## src/hdl/eprom_prog_pkg.sv

```systemverilog
// Constants for the external memory programmer controller
package eprom_prog_pkg;
  localparam int ADDR_W = 15;                  // Address width (32K bytes)
  localparam int DATA_W = 8;                   // Byte width
  localparam int CLK_MHZ = 40;                 // Clock rate in MHz
  localparam int PULSE_NOM_US = 100;           // Nominal program pulse, us
  localparam int PULSE_CYC = PULSE_NOM_US * CLK_MHZ; // Pulse length in cycles
  localparam int SETUP_US = 2;                 // Address, data, strobe and supply setup, us
  localparam int SETUP_CYC = SETUP_US * CLK_MHZ;     // Setup in cycles
  localparam int OE_VALID_NS = 150;            // Data valid after output gate falls, ns
  localparam int CLK_NS = 25;                  // Clock period, ns
  localparam int OE_VALID_CYC = (OE_VALID_NS + CLK_NS - 1) / CLK_NS + 2; // Plus sync
  localparam int FLOAT_NS = 130;               // Output gate high to float, ns
  localparam int FLOAT_CYC = (FLOAT_NS + CLK_NS - 1) / CLK_NS; // Float wait in cycles
  localparam int MAX_TRIES = 25;               // Pulse attempts per byte
  localparam int CNT_W = 16;                   // Timer width
  localparam int TRY_W = 5;                    // Attempt counter width
endpackage : eprom_prog_pkg

```

## src/hdl/eprom_programmer.sv

```systemverilog
// Programmer that drives a UV-erasable memory through its pins
//
// Contract
// - Program needs raised supply; byte on data
// - Select low pulse, gate high, writes byte
// - Verify: select high, gate low, read
// - Verify after every program pulse
// - Pulse then read back until match
// - Abort run after 25 failed pulses
// - End: normal supplies, compare whole image
// - Program pulse lasts 95 to 105 us
// - Main supply up first, down last
// - Decoder drives select; gates share read
`timescale 1ns/1ps
`default_nettype none
module eprom_programmer
  import eprom_prog_pkg::*;
#(
  parameter int PULSE_CYCLES = PULSE_CYC      // Program pulse length, shortenable
) (
  input wire logic i_clk,                     // 40 MHz clock
  input wire logic i_resetn,                  // Async reset, active low
  input wire logic i_start,                   // Pulse: start a programming run
  input wire logic i_read_id,                 // Pulse: read maker and part codes
  input wire logic [ADDR_W-1:0] i_last_addr,  // Last address of the image
  output logic o_img_req,                     // Level: image byte wanted
  output logic [ADDR_W-1:0] o_img_addr,       // Address of image byte wanted
  input wire logic [DATA_W-1:0] i_img_data,   // Image byte, valid with o_img_req
  output logic o_busy,                        // Level: run or id read in progress
  output logic o_done,                        // Pulse: run or id read finished
  output logic o_fail,                        // Level: last run failed
  output logic [ADDR_W-1:0] o_fail_addr,      // Address that failed
  output logic [DATA_W-1:0] o_maker_code,     // Maker code read
  output logic [DATA_W-1:0] o_part_code,      // Part code read
  output logic [ADDR_W-1:0] o_mem_addr,       // Memory address pins
  output logic o_mem_sel_n,                   // Chip-select strobe, low active
  output logic o_mem_gate_n,                  // Output-gate strobe, low active
  output logic [DATA_W-1:0] o_data_pins,      // Data pins, driven value
  output logic o_data_pins_oe_n,              // Data pins enable, low drives
  input wire logic [DATA_W-1:0] i_data_pins,  // Data pins, sampled value
  output logic o_core_raise,                  // Main supply at program level
  output logic o_vpp_raise,                   // Programming supply raised
  output logic o_identifier_high_voltage      // Identifier line at elevated level
);

  // Sequencer states
  typedef enum logic [10:0] {
    ST_IDLE  = 11'h001,
    ST_VCC   = 11'h002,
    ST_VPP   = 11'h004,
    ST_SETUP = 11'h008,
    ST_PULSE = 11'h010,
    ST_HOLD  = 11'h020,
    ST_VERIF = 11'h040,
    ST_NEXT  = 11'h080,
    ST_DOWN  = 11'h100,
    ST_CMP   = 11'h200,
    ST_ID    = 11'h400
  } state_t;

  // Two-flop synchroniser on the data pins
  logic [DATA_W-1:0] din_meta_ff;             // First stage
  logic [DATA_W-1:0] din_ff;                  // Second stage, used by logic

  always_ff @(posedge i_clk or negedge i_resetn) begin
    if (!i_resetn) begin
      din_meta_ff <= 8'h00;
      din_ff <= 8'h00;
    end else begin
      din_meta_ff <= i_data_pins;
      din_ff <= din_meta_ff;
    end
  end

  // Registers and next values
  state_t st_ff, nxt_st;                      // Sequencer state
  logic [CNT_W-1:0] cnt_ff, nxt_cnt;          // Phase timer
  logic [TRY_W-1:0] try_ff, nxt_try;          // Pulses on current byte
  logic [1:0] sub_ff, nxt_sub;                // Step within a phase
  logic [ADDR_W-1:0] addr_ff, nxt_addr;       // Current address
  logic [ADDR_W-1:0] last_ff, nxt_last;       // Last address of run
  logic [DATA_W-1:0] dout_ff, nxt_dout;       // Byte on data pins
  logic oe_n_ff, nxt_oe_n;                    // Data pin enable
  logic sel_n_ff, nxt_sel_n;                  // Select strobe
  logic gate_n_ff, nxt_gate_n;                // Gate strobe
  logic core_ff, nxt_core;                    // Main supply raised
  logic vpp_ff, nxt_vpp;                      // Programming supply raised
  logic idhv_ff, nxt_idhv;                    // Identifier elevated
  logic req_ff, nxt_req;                      // Image request
  logic done_ff, nxt_done;                    // Done pulse
  logic fail_ff, nxt_fail;                    // Failure flag
  logic [ADDR_W-1:0] faddr_ff, nxt_faddr;     // Failing address
  logic [DATA_W-1:0] maker_ff, nxt_maker;     // Maker code
  logic [DATA_W-1:0] part_ff, nxt_part;       // Part code
  logic busy_ff, nxt_busy;                    // Run or id read in progress

  // Timer reached its end for a length
  function automatic logic timer_hit(input logic [CNT_W-1:0] c, input int n);
    return c >= CNT_W'(n - 1);
  endfunction : timer_hit

  // Next-state logic for the whole sequencer
  always_comb begin
    nxt_st = st_ff;
    nxt_cnt = cnt_ff + 16'h0001;
    nxt_try = try_ff;
    nxt_sub = sub_ff;
    nxt_addr = addr_ff;
    nxt_last = last_ff;
    nxt_dout = dout_ff;
    nxt_oe_n = oe_n_ff;
    nxt_sel_n = sel_n_ff;
    nxt_gate_n = gate_n_ff;
    nxt_core = core_ff;
    nxt_vpp = vpp_ff;
    nxt_idhv = idhv_ff;
    nxt_req = req_ff;
    nxt_done = 1'b0;
    nxt_fail = fail_ff;
    nxt_faddr = faddr_ff;
    nxt_maker = maker_ff;
    nxt_part = part_ff;
    case (st_ff)
      ST_IDLE: begin
        nxt_cnt = 16'h0000;
        nxt_sel_n = 1'b1;                     // Standby while idle
        nxt_gate_n = 1'b1;
        nxt_oe_n = 1'b1;
        if (i_start) begin
          nxt_addr = '0;
          nxt_last = i_last_addr;
          nxt_fail = 1'b0;
          nxt_try = '0;
          nxt_core = 1'b1;                    // Main supply first
          nxt_st = ST_VCC;
        end else if (i_read_id) begin
          nxt_addr = '0;                      // Other address lines low
          nxt_idhv = 1'b1;                    // Identifier as a flag
          nxt_sub = 2'd0;
          nxt_st = ST_ID;
        end
      end
      ST_VCC: begin
        if (timer_hit(cnt_ff, SETUP_CYC)) begin
          nxt_vpp = 1'b1;                     // Raised supply for program
          nxt_cnt = 16'h0000;
          nxt_st = ST_VPP;
        end
      end
      ST_VPP: begin
        if (timer_hit(cnt_ff, SETUP_CYC)) begin
          nxt_req = 1'b1;
          nxt_cnt = 16'h0000;
          nxt_st = ST_SETUP;
        end
      end
      ST_SETUP: begin
        // Byte on data pins, strobes high: inhibit until set up
        nxt_dout = i_img_data;                // Present byte
        nxt_oe_n = 1'b0;
        nxt_gate_n = 1'b1;
        if (timer_hit(cnt_ff, SETUP_CYC)) begin
          nxt_sel_n = 1'b0;                   // Start pulse, gate high
          nxt_try = try_ff + 5'd1;
          nxt_cnt = 16'h0000;
          nxt_st = ST_PULSE;
        end
      end
      ST_PULSE: begin
        if (timer_hit(cnt_ff, PULSE_CYCLES)) begin
          nxt_sel_n = 1'b1;                   // Pulse of nominal length
          nxt_cnt = 16'h0000;
          nxt_st = ST_HOLD;
        end
      end
      ST_HOLD: begin
        if (timer_hit(cnt_ff, SETUP_CYC)) begin
          nxt_oe_n = 1'b1;                    // Release pins after data hold
          nxt_cnt = 16'h0000;
          nxt_sub = 2'd0;
          nxt_st = ST_VERIF;
        end
      end
      ST_VERIF: begin
        // Verify after each pulse, select high, gate low
        if (sub_ff == 2'd0) begin
          if (timer_hit(cnt_ff, SETUP_CYC)) begin
            nxt_gate_n = 1'b0;
            nxt_cnt = 16'h0000;
            nxt_sub = 2'd1;
          end
        end else if (sub_ff == 2'd1) begin
          if (timer_hit(cnt_ff, OE_VALID_CYC)) begin
            nxt_gate_n = 1'b1;
            nxt_cnt = 16'h0000;
            nxt_sub = 2'd2;
            if (din_ff == dout_ff) begin     // Byte matches
              nxt_st = ST_NEXT;
            end else if (try_ff >= TRY_W'(MAX_TRIES)) begin
              nxt_fail = 1'b1;                // Abandon run
              nxt_faddr = addr_ff;
              nxt_req = 1'b0;
              nxt_st = ST_DOWN;
            end
          end
        end else if (timer_hit(cnt_ff, FLOAT_CYC)) begin
          nxt_cnt = 16'h0000;                 // Pins floated, pulse again
          nxt_st = ST_SETUP;
        end
      end
      ST_NEXT: begin
        nxt_try = '0;
        nxt_cnt = 16'h0000;
        if (addr_ff == last_ff) begin
          nxt_req = 1'b0;
          nxt_st = ST_DOWN;
        end else begin
          nxt_addr = addr_ff + 15'h0001;
          nxt_st = ST_SETUP;
        end
      end
      ST_DOWN: begin
        // Programming supply down first, then main
        if (timer_hit(cnt_ff, SETUP_CYC)) begin
          nxt_cnt = 16'h0000;
          if (vpp_ff) begin
            nxt_vpp = 1'b0;
          end else if (core_ff) begin
            nxt_core = 1'b0;
          end else if (fail_ff) begin
            nxt_done = 1'b1;
            nxt_st = ST_IDLE;
          end else begin
            nxt_addr = '0;
            nxt_sub = 2'd0;
            nxt_req = 1'b1;
            nxt_st = ST_CMP;
          end
        end
      end
      ST_CMP: begin
        // Normal read of every byte against image
        nxt_sel_n = 1'b0;
        nxt_gate_n = 1'b0;
        if (timer_hit(cnt_ff, OE_VALID_CYC)) begin
          nxt_cnt = 16'h0000;
          if (din_ff != i_img_data) begin
            nxt_fail = 1'b1;
            nxt_faddr = addr_ff;
          end
          if (addr_ff == last_ff) begin
            nxt_sel_n = 1'b1;
            nxt_gate_n = 1'b1;
            nxt_req = 1'b0;
            nxt_done = 1'b1;
            nxt_st = ST_IDLE;
          end else begin
            nxt_addr = addr_ff + 15'h0001;
          end
        end
      end
      ST_ID: begin
        // Both strobes low, lowest address picks code
        nxt_sel_n = 1'b0;
        nxt_gate_n = 1'b0;
        if (timer_hit(cnt_ff, SETUP_CYC)) begin
          nxt_cnt = 16'h0000;
          if (sub_ff == 2'd0) begin
            nxt_maker = din_ff;
            nxt_addr = 15'h0001;
            nxt_sub = 2'd1;
          end else begin
            nxt_part = din_ff;
            nxt_addr = '0;
            nxt_idhv = 1'b0;
            nxt_sel_n = 1'b1;
            nxt_gate_n = 1'b1;
            nxt_done = 1'b1;
            nxt_st = ST_IDLE;
          end
        end
      end
      default: begin
        nxt_st = ST_IDLE;
      end
    endcase
    nxt_busy = (nxt_st != ST_IDLE);           // Busy flag from a flop, not state decode
  end

  // Register every sequencer value
  always_ff @(posedge i_clk or negedge i_resetn) begin
    if (!i_resetn) begin
      st_ff <= ST_IDLE;
      cnt_ff <= 16'h0000;
      try_ff <= 5'h00;
      sub_ff <= 2'h0;
      addr_ff <= 15'h0000;
      last_ff <= 15'h0000;
      dout_ff <= 8'hff;                      // Erased value
      oe_n_ff <= 1'b1;
      sel_n_ff <= 1'b1;
      gate_n_ff <= 1'b1;
      core_ff <= 1'b0;
      vpp_ff <= 1'b0;
      idhv_ff <= 1'b0;
      req_ff <= 1'b0;
      done_ff <= 1'b0;
      fail_ff <= 1'b0;
      faddr_ff <= 15'h0000;
      maker_ff <= 8'h00;
      part_ff <= 8'h00;
      busy_ff <= 1'b0;
    end else begin
      st_ff <= nxt_st;
      cnt_ff <= nxt_cnt;
      try_ff <= nxt_try;
      sub_ff <= nxt_sub;
      addr_ff <= nxt_addr;
      last_ff <= nxt_last;
      dout_ff <= nxt_dout;
      oe_n_ff <= nxt_oe_n;
      sel_n_ff <= nxt_sel_n;
      gate_n_ff <= nxt_gate_n;
      core_ff <= nxt_core;
      vpp_ff <= nxt_vpp;
      idhv_ff <= nxt_idhv;
      req_ff <= nxt_req;
      done_ff <= nxt_done;
      fail_ff <= nxt_fail;
      faddr_ff <= nxt_faddr;
      maker_ff <= nxt_maker;
      part_ff <= nxt_part;
      busy_ff <= nxt_busy;
    end
  end

  // Outputs straight from flip-flops
  assign o_img_req = req_ff;
  assign o_img_addr = addr_ff;
  assign o_busy = busy_ff;
  assign o_done = done_ff;
  assign o_fail = fail_ff;
  assign o_fail_addr = faddr_ff;
  assign o_maker_code = maker_ff;
  assign o_part_code = part_ff;
  assign o_mem_addr = addr_ff;
  assign o_mem_sel_n = sel_n_ff;
  assign o_mem_gate_n = gate_n_ff;
  assign o_data_pins = dout_ff;
  assign o_data_pins_oe_n = oe_n_ff;
  assign o_core_raise = core_ff;
  assign o_vpp_raise = vpp_ff;
  assign o_identifier_high_voltage = idhv_ff;

endmodule : eprom_programmer
`default_nettype wire

```

## config.mk

```make
export PLATFORM = sky130hd
export DESIGN_NAME = eprom_programmer
export DESIGN_NICKNAME = d
export VERILOG_FILES = /design/src/hdl/eprom_prog_pkg.sv /design/src/hdl/eprom_programmer.sv
export SDC_FILE = /design/constraint.sdc
export NUM_CORES = 1
export LEC_CHECK = 0
export BUFFER_PORTS_ARGS = -buffer_cell sky130_fd_sc_hd__buf_2
export CAP_MARGIN = 15
export CORE_MARGIN = 4
export CORE_UTILIZATION = 55
export CTS_BUF_LIST = sky130_fd_sc_hd__clkbuf_4 sky130_fd_sc_hd__clkbuf_8 sky130_fd_sc_hd__clkbuf_16
export CTS_CLUSTER_DIAMETER = 80
export CTS_CLUSTER_SIZE = 12
export DETAILED_ROUTE_END_ITERATION = 10
export GPL_ROUTABILITY_DRIVEN = 0
export PLACE_DENSITY = 0.74
export SETUP_SLACK_MARGIN = 0.3
export SYNTH_ARGS = -nofsm -noshare
export SYNTH_HDL_FRONTEND = slang
export SYNTH_SLANG_ARGS = --single-unit
```

## constraint.sdc

```tcl
create_clock -name i_clk -period 3.06 [get_ports i_clk]
set_input_delay 0.459 -clock i_clk [delete_from_list [all_inputs] [get_ports i_clk]]
set_output_delay 0.459 -clock i_clk [all_outputs]
set_load 0.05 [all_outputs]
```

==> results of run 1 <==
## power by group through the flow
stage,logic (mW),clock network [mW],registers (mW)
3_5_place_dp,1.35,0,2.10
6_report,1.49,2.06,2.08
2_1_floorplan,1.03,0,2.11
3_3_place_gp,1.31,0,2.09
4_1_cts,1.37,2.08,2.08
5_1_grt,1.61,2.17,2.11
## logic make-up after synthesis
family                   Yosys count
AND/OR/NAND/NOR                  243
flip-flops                       129
AO/OA/AOI/OAI                    113
buffers and inverters             63
XOR/XNOR                          53
multiplexers                      47
adder cells (fa/ha/maj)            6
## synthesized netlist by cell type (all sizes together) (4+ instances only)
cell type and instances:
a21oi 21, and2 5, and3 9, and4 6, buf 30, clkbuf 13
dfrtp 117, dfstp 12, ha 6, inv 20, mux2 46, nand2 70
nand2b 7, nand3 24, nand4 13, nor2 53, nor2b 9, nor3 18
nor4 19, o2111ai 4, o211ai 9, o21ai 37, o22ai 9, o31ai 8
xnor2 11, xor2 42
## worst reg2reg max path, cell delays in order (launching register included)
cell       delay, ns
dfrtp_1         0.44
ha_2            0.31
a311oi_1        0.13
o2111ai_2       0.26
buf_4           0.19
nor2_1          0.06
a211oi_1        0.36
nor2_1          0.09
nor4_2          0.35
mux2_2          0.38
## worst paths after layout
path,depth (start not counted),slack [ns],from,to
min in group i_clk,1,0.14,i_data_pins[5],din_meta_ff[5]$_DFF_PN0_
setup / recovery,9,0.38,cnt_ff[0]$_DFF_PN0_,sub_ff[1]$_DFFE_PN0P_
setup reg to reg,9,0.38,cnt_ff[0]$_DFF_PN0_,sub_ff[1]$_DFFE_PN0P_
max in group asynchronous,2,2.10,i_resetn,o_mem_sel_n$_DFFE_PN1P_
hold / removal,1,0.11,i_resetn,try_ff[3]$_DFFE_PN0P_
hold reg to reg,0,0.35,din_meta_ff[7]$_DFF_PN0_,din_ff[7]$_DFF_PN0_
## registers in the layout, indices dropped and copies added, names as in the netlist
name,count
cnt_ff,16
last_ff,15
o_fail_addr,15
o_img_addr,15
st_ff,11
din_ff,8
din_meta_ff,8
o_data_pins,8
o_maker_code,8
o_part_code,8
try_ff,5
sub_ff,2
o_busy,1
o_core_raise,1
o_data_pins_oe_n,1
o_done,1
o_fail,1
o_identifier_high_voltage,1
o_img_req,1
o_mem_gate_n,1
o_mem_sel_n,1
o_vpp_raise,1
## cell usage in the layout, fill, tap and decap left out, types with 7 or more instances in the layout
master | Yosys | layout
o22ai_1 | 9 | 9
dfstp_2 | 12 | 12
nand3_1 | 24 | 24
nor2b_1 | 9 | 9
nor2_1 | 52 | 52
nor3_1 | 16 | 16
dfrtp_1 | 117 | 117
nand2b_1 | 7 | 7
clkbuf_16 | 0 | 17
xnor2_1 | 11 | 11
xor2_1 | 42 | 42
mux2_2 | 46 | 46
nand4_1 | 11 | 11
o211ai_1 | 9 | 9
nand2_1 | 70 | 70
and3_1 | 9 | 9
o21ai_0 | 34 | 34
buf_4 | 18 | 19
a21oi_1 | 20 | 20
inv_1 | 20 | 20
nor4_1 | 13 | 13
buf_2 | 10 | 112
## per-stage QoR
step	instance area [sq um]	hold slack, ns
floorplan	6690	0.163
global placement	7290	0.331
detailed placement	7290	0.336
CTS	7910	0.126
global route	8000	0.123
finish	8000	0.113
## final cells by class
class / count / share of cell area
tap: 147 / 0.0230
inverter: 20 / 0.00939
timing repair buffer: 133 / 0.0929
clock buffer: 22 / 0.0587
sequential: 129 / 0.406
multi-input combinational: 462 / 0.393
clock inverter: 10 / 0.0171
## metal layers
metal,wire [microns],part of all wire,track usage
met1,7080,0.41,0.322
met5,0,0,0
met3,1380,0.080,0.0679
met2,8270,0.48,0.396
met4,489,0.028,0.108
## what timing repair did
action	CTS	global route
resized for setup	0	7
buffers inserted	2	5
pin swaps	1	2
setup endpoints to repair	2	43
==> run metrics, run 1 <==
Initial DRC Count 453; final setup margin 0.383 ns; core area 12000 sq um; cell taking the most area after synthesis dfrtp_1; Die ar. 14000 sq um; RSZ-0062 raised after global routing yes; nets 804; register area 3240 sq um; FFs w/ async S/R, synth 1.00; Hold WC Path Type in -> async; row count 40; IO Port Bufs 113; Worst path top cell family by delay compound AO/OA/AOI/OAI gates; Slew HR 0.448; Crit Path Category reg -> reg; register area share after synthesis 0.485; post-synthesis mux area share 0.0790; fin cells 923; P_int 3.86 mW; largest family of logic cells by synthesized area simple AND/OR/NAND/NOR gates; area grow syn2layout 19.6%; Adder-Cell Fraction of Synth Area 0.0112; Max Root-Sink Buffers 2; Die Span X 118 microns; ys flop type dfrtp_1; Synth Instances 654; Routed WL 17200 microns; Compound-Gate Fraction of Synth Area 0.114; CTS hold repair buffers 0; IO Count 114; clk sink count 129; Worst Setup End Kind register; crit share post-route 0.875; Switch Pwr 1.77 mW; Yosys warnings 0; VDD IR-drop max 0.000403 V; total gr overflow 0; Critical Path AT 2.98 ns; Initial Utilization 0.559; Sw Ratio 0.314; Max FO, Critical Path 6; clk root buf clkbuf_16; Pwr per Cell Area 704 nW/um^2; DRC errors left 0; Critical Path RT 3.36 ns; outcome finished clean; Worst-path clk slew 0.06 ns; Num CTS Buffers 17; Cell Chain, Critical Path ha_2, a311oi_1, o2111ai_2, buf_4, nor2_1, a211oi_1, nor2_1, nor4_2, mux2_2; Synthesized Nets 695; Bufs and invs on worst path 1; Pleak 3.79 nW; Cell variety after synth 63; Least-Margin Pin Slew 0.826 ns; via count 5581; HPWL Detailed 12100 microns; Clk Latency, worst-skew pair 0.42 ns; CP peak stage delay 0.44 ns; CTS tree done; Post-synth EDFFs 0; Synth top area share 0.438; Synth Area in Simple Gates 0.192; mapped cell area 6690 sq um; Synth Area in XOR/XNOR 0.0694; largest net degree at the start of global routing 62; Vert. Die Dim 118 microns; Routed WL per cell 18.7 microns; sequential share of power 0.370; CP dominant cell by count nor2_1; count of pins over their slew limit 0; Tmin final 2.68 ns; fin util 0.669; Startpoint Class register; syn avg cell area 10.2 sq um; initial antenna violation count 0; Final setup viols 0; antenna violation net count after detailed routing 0; Fill cells 908; share of layout cells above drive strength 1 0.316; global-route wire length before repair 28000 microns; Final Skew 0.00819 ns; maximum clock rate 374 MHz; Comb pwr share 0.265; first-pass iteration count of the detailed router 6; slowest CP cell dfrtp_1; clock share of power 0.365; setup TNS 0 ns; Total Power 5.63 mW; Synth area leaders dfrtp_1 (44%), mux2_2 (7.7%), xor2_1 (5.5%); H-tree levels 4; ant diodes 0; area of the multi-input gates 3150 sq um; GRT Resource Usage Total 0.249; Synth Register Bits 129; max-cap viol count 0; Hold Fails Final Rpt 0; number of global-route vias before repair 5626; Cells after DPL 884; dpl ws 0.291 ns; Vias/cell 6.05
Note: power is estimated with default switching activity, not from simulation.
==> run 2, diff against run 1 <==
Settings changed: MAX_ROUTING_LAYER set to met4.
==> run metrics, run 2 (synthesized netlist as in run 1, its figures left out) <==
CP peak stage delay 0.44 ns (about the same); area grow syn2layout 19.6% (unchanged); Final setup viols 0 (unchanged); Max FO, Critical Path 6 (unchanged); initial antenna violation count 0 (unchanged); Hold Fails Final Rpt 0 (unchanged); antenna violation net count after detailed routing 0 (unchanged); Vias/cell 6.03 (-0.29%); VDD IR-drop max 0.000402 V (-0.16%); setup TNS 0 ns (unchanged); Critical Path RT 3.36 ns (about the same); Startpoint Class register; first-pass iteration count of the detailed router 6 (unchanged); Tmin final 2.67 ns (-0.00828 ns); Pleak 3.79 nW (unchanged); largest net degree at the start of global routing 62 (unchanged); Hold WC Path Type in -> async; most common cell after layout, fill and taps aside dfrtp_1; register name with the most flops cnt_ff; most frequent cells in the layout dfrtp_1 (117), buf_2 (112), nand2_1 (70), nor2_1 (52), mux2_2 (46); RSZ-0062 raised after global routing yes; IO Count 114 (unchanged); ant diodes 0 (unchanged); Worst Setup End Kind register; row count 40 (unchanged); HPWL Detailed 12100 microns (unchanged); Max Root-Sink Buffers 2 (unchanged); Critical Path AT 2.97 ns (about the same); area of the multi-input gates 3150 sq um (unchanged); Die ar. 14000 sq um (unchanged); number of flip-flops under the largest register name 16 (unchanged); Fill cells 908 (unchanged); maximum clock rate 375 MHz (+0.31%); Final Skew 0.0123 ns (+0.00414 ns); Crit Path Category reg -> reg; Slew HR 0.452 (+0.00419); CP dominant cell by count nor2_1; post-route cell area 8000 sq um (unchanged); Die Span X 118 microns (unchanged); GRT Resource Usage Total 0.257 (+0.00762); fin util 0.669 (unchanged); outcome finished clean; Pwr per Cell Area 705 nW/um^2 (about the same); Clk Latency, worst-skew pair 0.42 ns (about the same); CTS tree done; max-cap viol count 0 (unchanged); Worst-path clk slew 0.06 ns (about the same); register area 3240 sq um (unchanged); number of global-route vias before repair 5603 (-0.41%); nets 804 (unchanged); Num CTS Buffers 17 (unchanged); Least-Margin Pin Slew 0.820 ns (-0.00627 ns); IO Port Bufs 113 (unchanged); Post-DP Area 7290 sq um (unchanged); Routed WL per cell 18.7 microns (about the same); clk root buf clkbuf_16; via count 5565 (-0.29%); total gr overflow 0 (unchanged); Cell Chain, Critical Path ha_2, a311oi_1, o2111ai_2, buf_4, nor2_1, a211oi_1, nor2_1, nor4_2, mux2_2; global-route wire length before repair 28000 microns (+0.12%); DRC errors left 0 (unchanged); count of pins over their slew limit 0 (unchanged); crit share post-route 0.872 (-0.00271); Initial Utilization 0.559 (unchanged); Initial DRC Count 422 (-6.8%); H-tree levels 4 (unchanged); slowest CP cell dfrtp_1; share of layout cells above drive strength 1 0.316 (unchanged); clk sink count 129 (unchanged); Routed WL 17200 microns (about the same); Vert. Die Dim 118 microns (unchanged); core area 12000 sq um (unchanged)
run 2: cell counts in the layout (fill, tap and decap cells not counted):
Identical to the previous run, type by type.
run 2: cell type report:
cell class / count / share of cell area
clock buffers: 22 / 0.0587
clock inverters: 10 / 0.0171
inverters: 20 / 0.00939
multi-input cells: 462 / 0.393
flip-flops and latches: 129 / 0.406
well taps: 147 / 0.0230
repair buffers: 133 / 0.0929
run 2: through the flow:
step / worst slack (ns) / total power, mW / hold slack, ns / cells
2_1_floorplan: 0.579 / 3.13 / 0.163 / 654
3_3_place_gp: 0.389 / 3.39 / 0.331 / 884
3_5_place_dp: 0.291 / 3.45 / 0.336 / 884
4_1_cts: 0.323 / 5.53 / 0.126 / 918
5_1_grt: 0.219 / 5.88 / 0.124 / 923
6_report: 0.392 / 5.64 / 0.113 / 923
run 2: per-layer routing:
layer	global-route usage	vias up	share of wire
li1	-	2524	-
met1	0.328	2703	0.42
met2	0.393	288	0.48
met3	0.0608	50	0.076
met4	0.112	0	0.028
met5	-	-	0
run 2: critical path: cells and delay by family, from the launching register on:
| kind | cells | cell delay [ns] |
|---|---|---|
| AOI/OAI and AO/OA | 3 | 0.76 |
| and+or+nand+nor | 3 | 0.50 |
| DFF | 1 | 0.44 |
| muxes | 1 | 0.38 |
| adders and majority gates | 1 | 0.31 |
| buffers and inverters | 1 | 0.19 |
run 2: path summary, 6_finish.rpt:
path                       cells past startpoint  slack, ns                     start                       end
hold reg to reg                                0       0.35  din_meta_ff[7]$_DFF_PN0_       din_ff[7]$_DFF_PN0_
max in group asynchronous                      2       2.11                  i_resetn   o_mem_sel_n$_DFFE_PN1P_
setup reg to reg                               9       0.39       cnt_ff[0]$_DFF_PN0_     sub_ff[1]$_DFFE_PN0P_
min in group i_clk                             1       0.14            i_data_pins[5]  din_meta_ff[5]$_DFF_PN0_
setup / recovery                               9       0.39       cnt_ff[0]$_DFF_PN0_     sub_ff[1]$_DFFE_PN0P_
hold / removal                                 1       0.11                  i_resetn     try_ff[3]$_DFFE_PN0P_
run 2: timing repair:
item                       4_1_cts  5_1_grt
setup buffers                    2        5
hold buffers                     0        0
pin swaps                        1        2
setup endpoints to repair        2       43
gates resized for setup          0        7
cloned                           0        0
hold endpoints to repair         0        0
run 2: power by group:
group,leakage [nW],total [mW],internal [mW],switching (mW)
clock network,0.294,2.06,1.33,0.730
registers,1.67,2.08,1.90,0.180
logic,1.82,1.49,0.629,0.866
total,3.79,5.64,3.86,1.78
==> run 3, diff against run 2 <==
Settings changed: PLACE_DENSITY 0.74 to unset, PLACE_DENSITY_LB_ADDON set to 0.2.
==> run metrics, run 3 (synthesized netlist as in run 1, its figures left out) <==
outcome finished clean; Final setup viols 0 (unchanged); Least-Margin Pin Slew 0.952 ns (+0.132 ns); Num CTS Buffers 17 (unchanged); Vias/cell 6.04 (+0.21%); clk sink count 129 (unchanged); Startpoint Class register; via count 5595 (+0.54%); wl on met1 7110 microns (-0.48%); share of layout cells above drive strength 1 0.322 (+0.00649); Pwr per Cell Area 705 nW/um^2 (about the same); H-tree levels 4 (unchanged); CTS hold repair buffers 0 (unchanged); Final Skew 0.0114 ns (-0.000976 ns); number of global-route vias before repair 5605 (+0.036%); register name with the most flops cnt_ff; RSZ-0062 raised after global routing no; final setup margin 0.472 ns (+0.0801 ns); Highest Signal Layer met4; Max FO, Critical Path 17 (+11); max-cap viol count 0 (unchanged); maximum clock rate 386 MHz (+3.1%); CTS tree done; antenna violation net count after detailed routing 0 (unchanged); Die ar. 14000 sq um (unchanged); ant diodes 0 (unchanged); DRC errors left 0 (unchanged); first-pass iteration count of the detailed router 9 (+3); most frequent cells in the layout dfrtp_1 (117), buf_2 (112), nand2_1 (70), nor2_1 (52), mux2_2 (46); VDD IR-drop max 0.000560 V (+39%); largest net degree at the start of global routing 49 (-21%); row count 40 (unchanged); dpl ws 0.245 ns (-0.0453 ns); slowest CP cell nor4_4; Met2 Routed Length 8620 microns (+4.3%); GRT Resource Usage Total 0.263 (+0.00647); Initial Utilization 0.559 (unchanged); Hold WC Path Type in -> async; met3 wire length 1080 microns (-17%); Critical Path AT 2.91 ns (-0.06 ns); IO Port Bufs 113 (unchanged); count of pins over their slew limit 0 (unchanged); post-route cell area 8030 sq um (+0.45%); Clk Latency, worst-skew pair 0.42 ns (about the same); most common cell after layout, fill and taps aside dfrtp_1; Die Span X 118 microns (unchanged); Routed WL per cell 19.0 microns (+1.6%); global-route wire length before repair 28600 microns (+2.0%); HPWL Detailed 12400 microns (+2.7%); Pleak 3.81 nW (+0.64%); nets 807 (+0.37%); Worst Setup End Kind register; Cell Chain, Critical Path nor4_4, and4_1, nor2_2, buf_4, or2_2, o31ai_1; total gr overflow 0 (unchanged); CP peak stage delay 0.55 ns (+0.11 ns); Tmin final 2.59 ns (-0.0801 ns); fin cells 926 (+0.33%); Worst-path clk slew 0.07 ns (about the same); number of flip-flops under the largest register name 16 (unchanged); Max Root-Sink Buffers 2 (unchanged); Vert. Die Dim 118 microns (unchanged); Hold Fails Final Rpt 0 (unchanged); area grow syn2layout 20.2%; Routed WL 17600 microns (+2.0%); clk root buf clkbuf_16; core area 12000 sq um (unchanged); IO Count 114 (unchanged); Crit Path Category reg -> reg; setup TNS 0 ns (unchanged); Cells after DPL 889 (+0.57%); crit share post-route 0.846 (-0.0262); Total Power 5.67 mW (+0.48%); Slew HR 0.364 (-0.0884); Critical Path RT 3.38 ns (+0.02 ns); Post-DP Area 7330 sq um (+0.51%); initial antenna violation count 0 (unchanged); Initial DRC Count 619 (+47%)
## run 3: layout make-up
type,count,area (sq um)
clock inverter,15,184
multi-input combinational,462,3160
clock buffer,17,425
fill,891,3930
timing repair buffer,136,766
tap,147,184
inverter,20,75.1
sequential,129,3240
## run 3: critical path: cells and delay by family (launching register included)
kind	cells	cell delay [ns]
buffers and inverters	1	0.20
AND/OR/NAND/NOR	4	1.55
AO/OA/AOI/OAI	1	0.27
flip-flops	1	0.45
## run 3: worst paths after layout
check,slack (ns),endpoint,start,cells after the start
hold / removal,0.05,o_identifier_high_voltage$_DFFE_PN0P_,i_resetn,1
setup / recovery,0.47,o_img_addr[8]$_DFFE_PN0P_,st_ff[4]$_DFF_PN0_,6
setup reg to reg,0.47,o_img_addr[8]$_DFFE_PN0P_,st_ff[4]$_DFF_PN0_,6
hold reg to reg,0.36,din_ff[1]$_DFF_PN0_,din_meta_ff[1]$_DFF_PN0_,0
max in group asynchronous,2.10,last_ff[3]$_DFFE_PN0P_,i_resetn,2
min in group i_clk,0.14,din_meta_ff[3]$_DFF_PN0_,i_data_pins[3],1
## run 3: report_power, final
part	leakage [nW]	switching (mW)	internal (mW)	total (mW)
Combinational	1.85	0.873	0.606	1.48
Sequential	1.67	0.180	1.90	2.08
Clock	0.295	0.865	1.24	2.11
## run 3: metrics by stage
step / utilization / hold slack [ns]
after floorplan: - / 0.163
after global placement: 0.613 / 0.332
after detailed placement: 0.613 / 0.335
after CTS: 0.666 / 0.0621
after global routing: 0.672 / 0.0887
final: 0.672 / 0.0503
## run 3: repair_timing
item,CTS,global route
buffers inserted,3,2
pin swaps,1,3
gates resized for setup,1,7
setup endpoints to repair,5,50
## run 3: routing by layer
metal  global-route usage  up-vias
met4                0.112        0
li1                     -     2544
met3               0.0545       74
met1                0.324     2685
met5                    -        -
met2                0.424      292
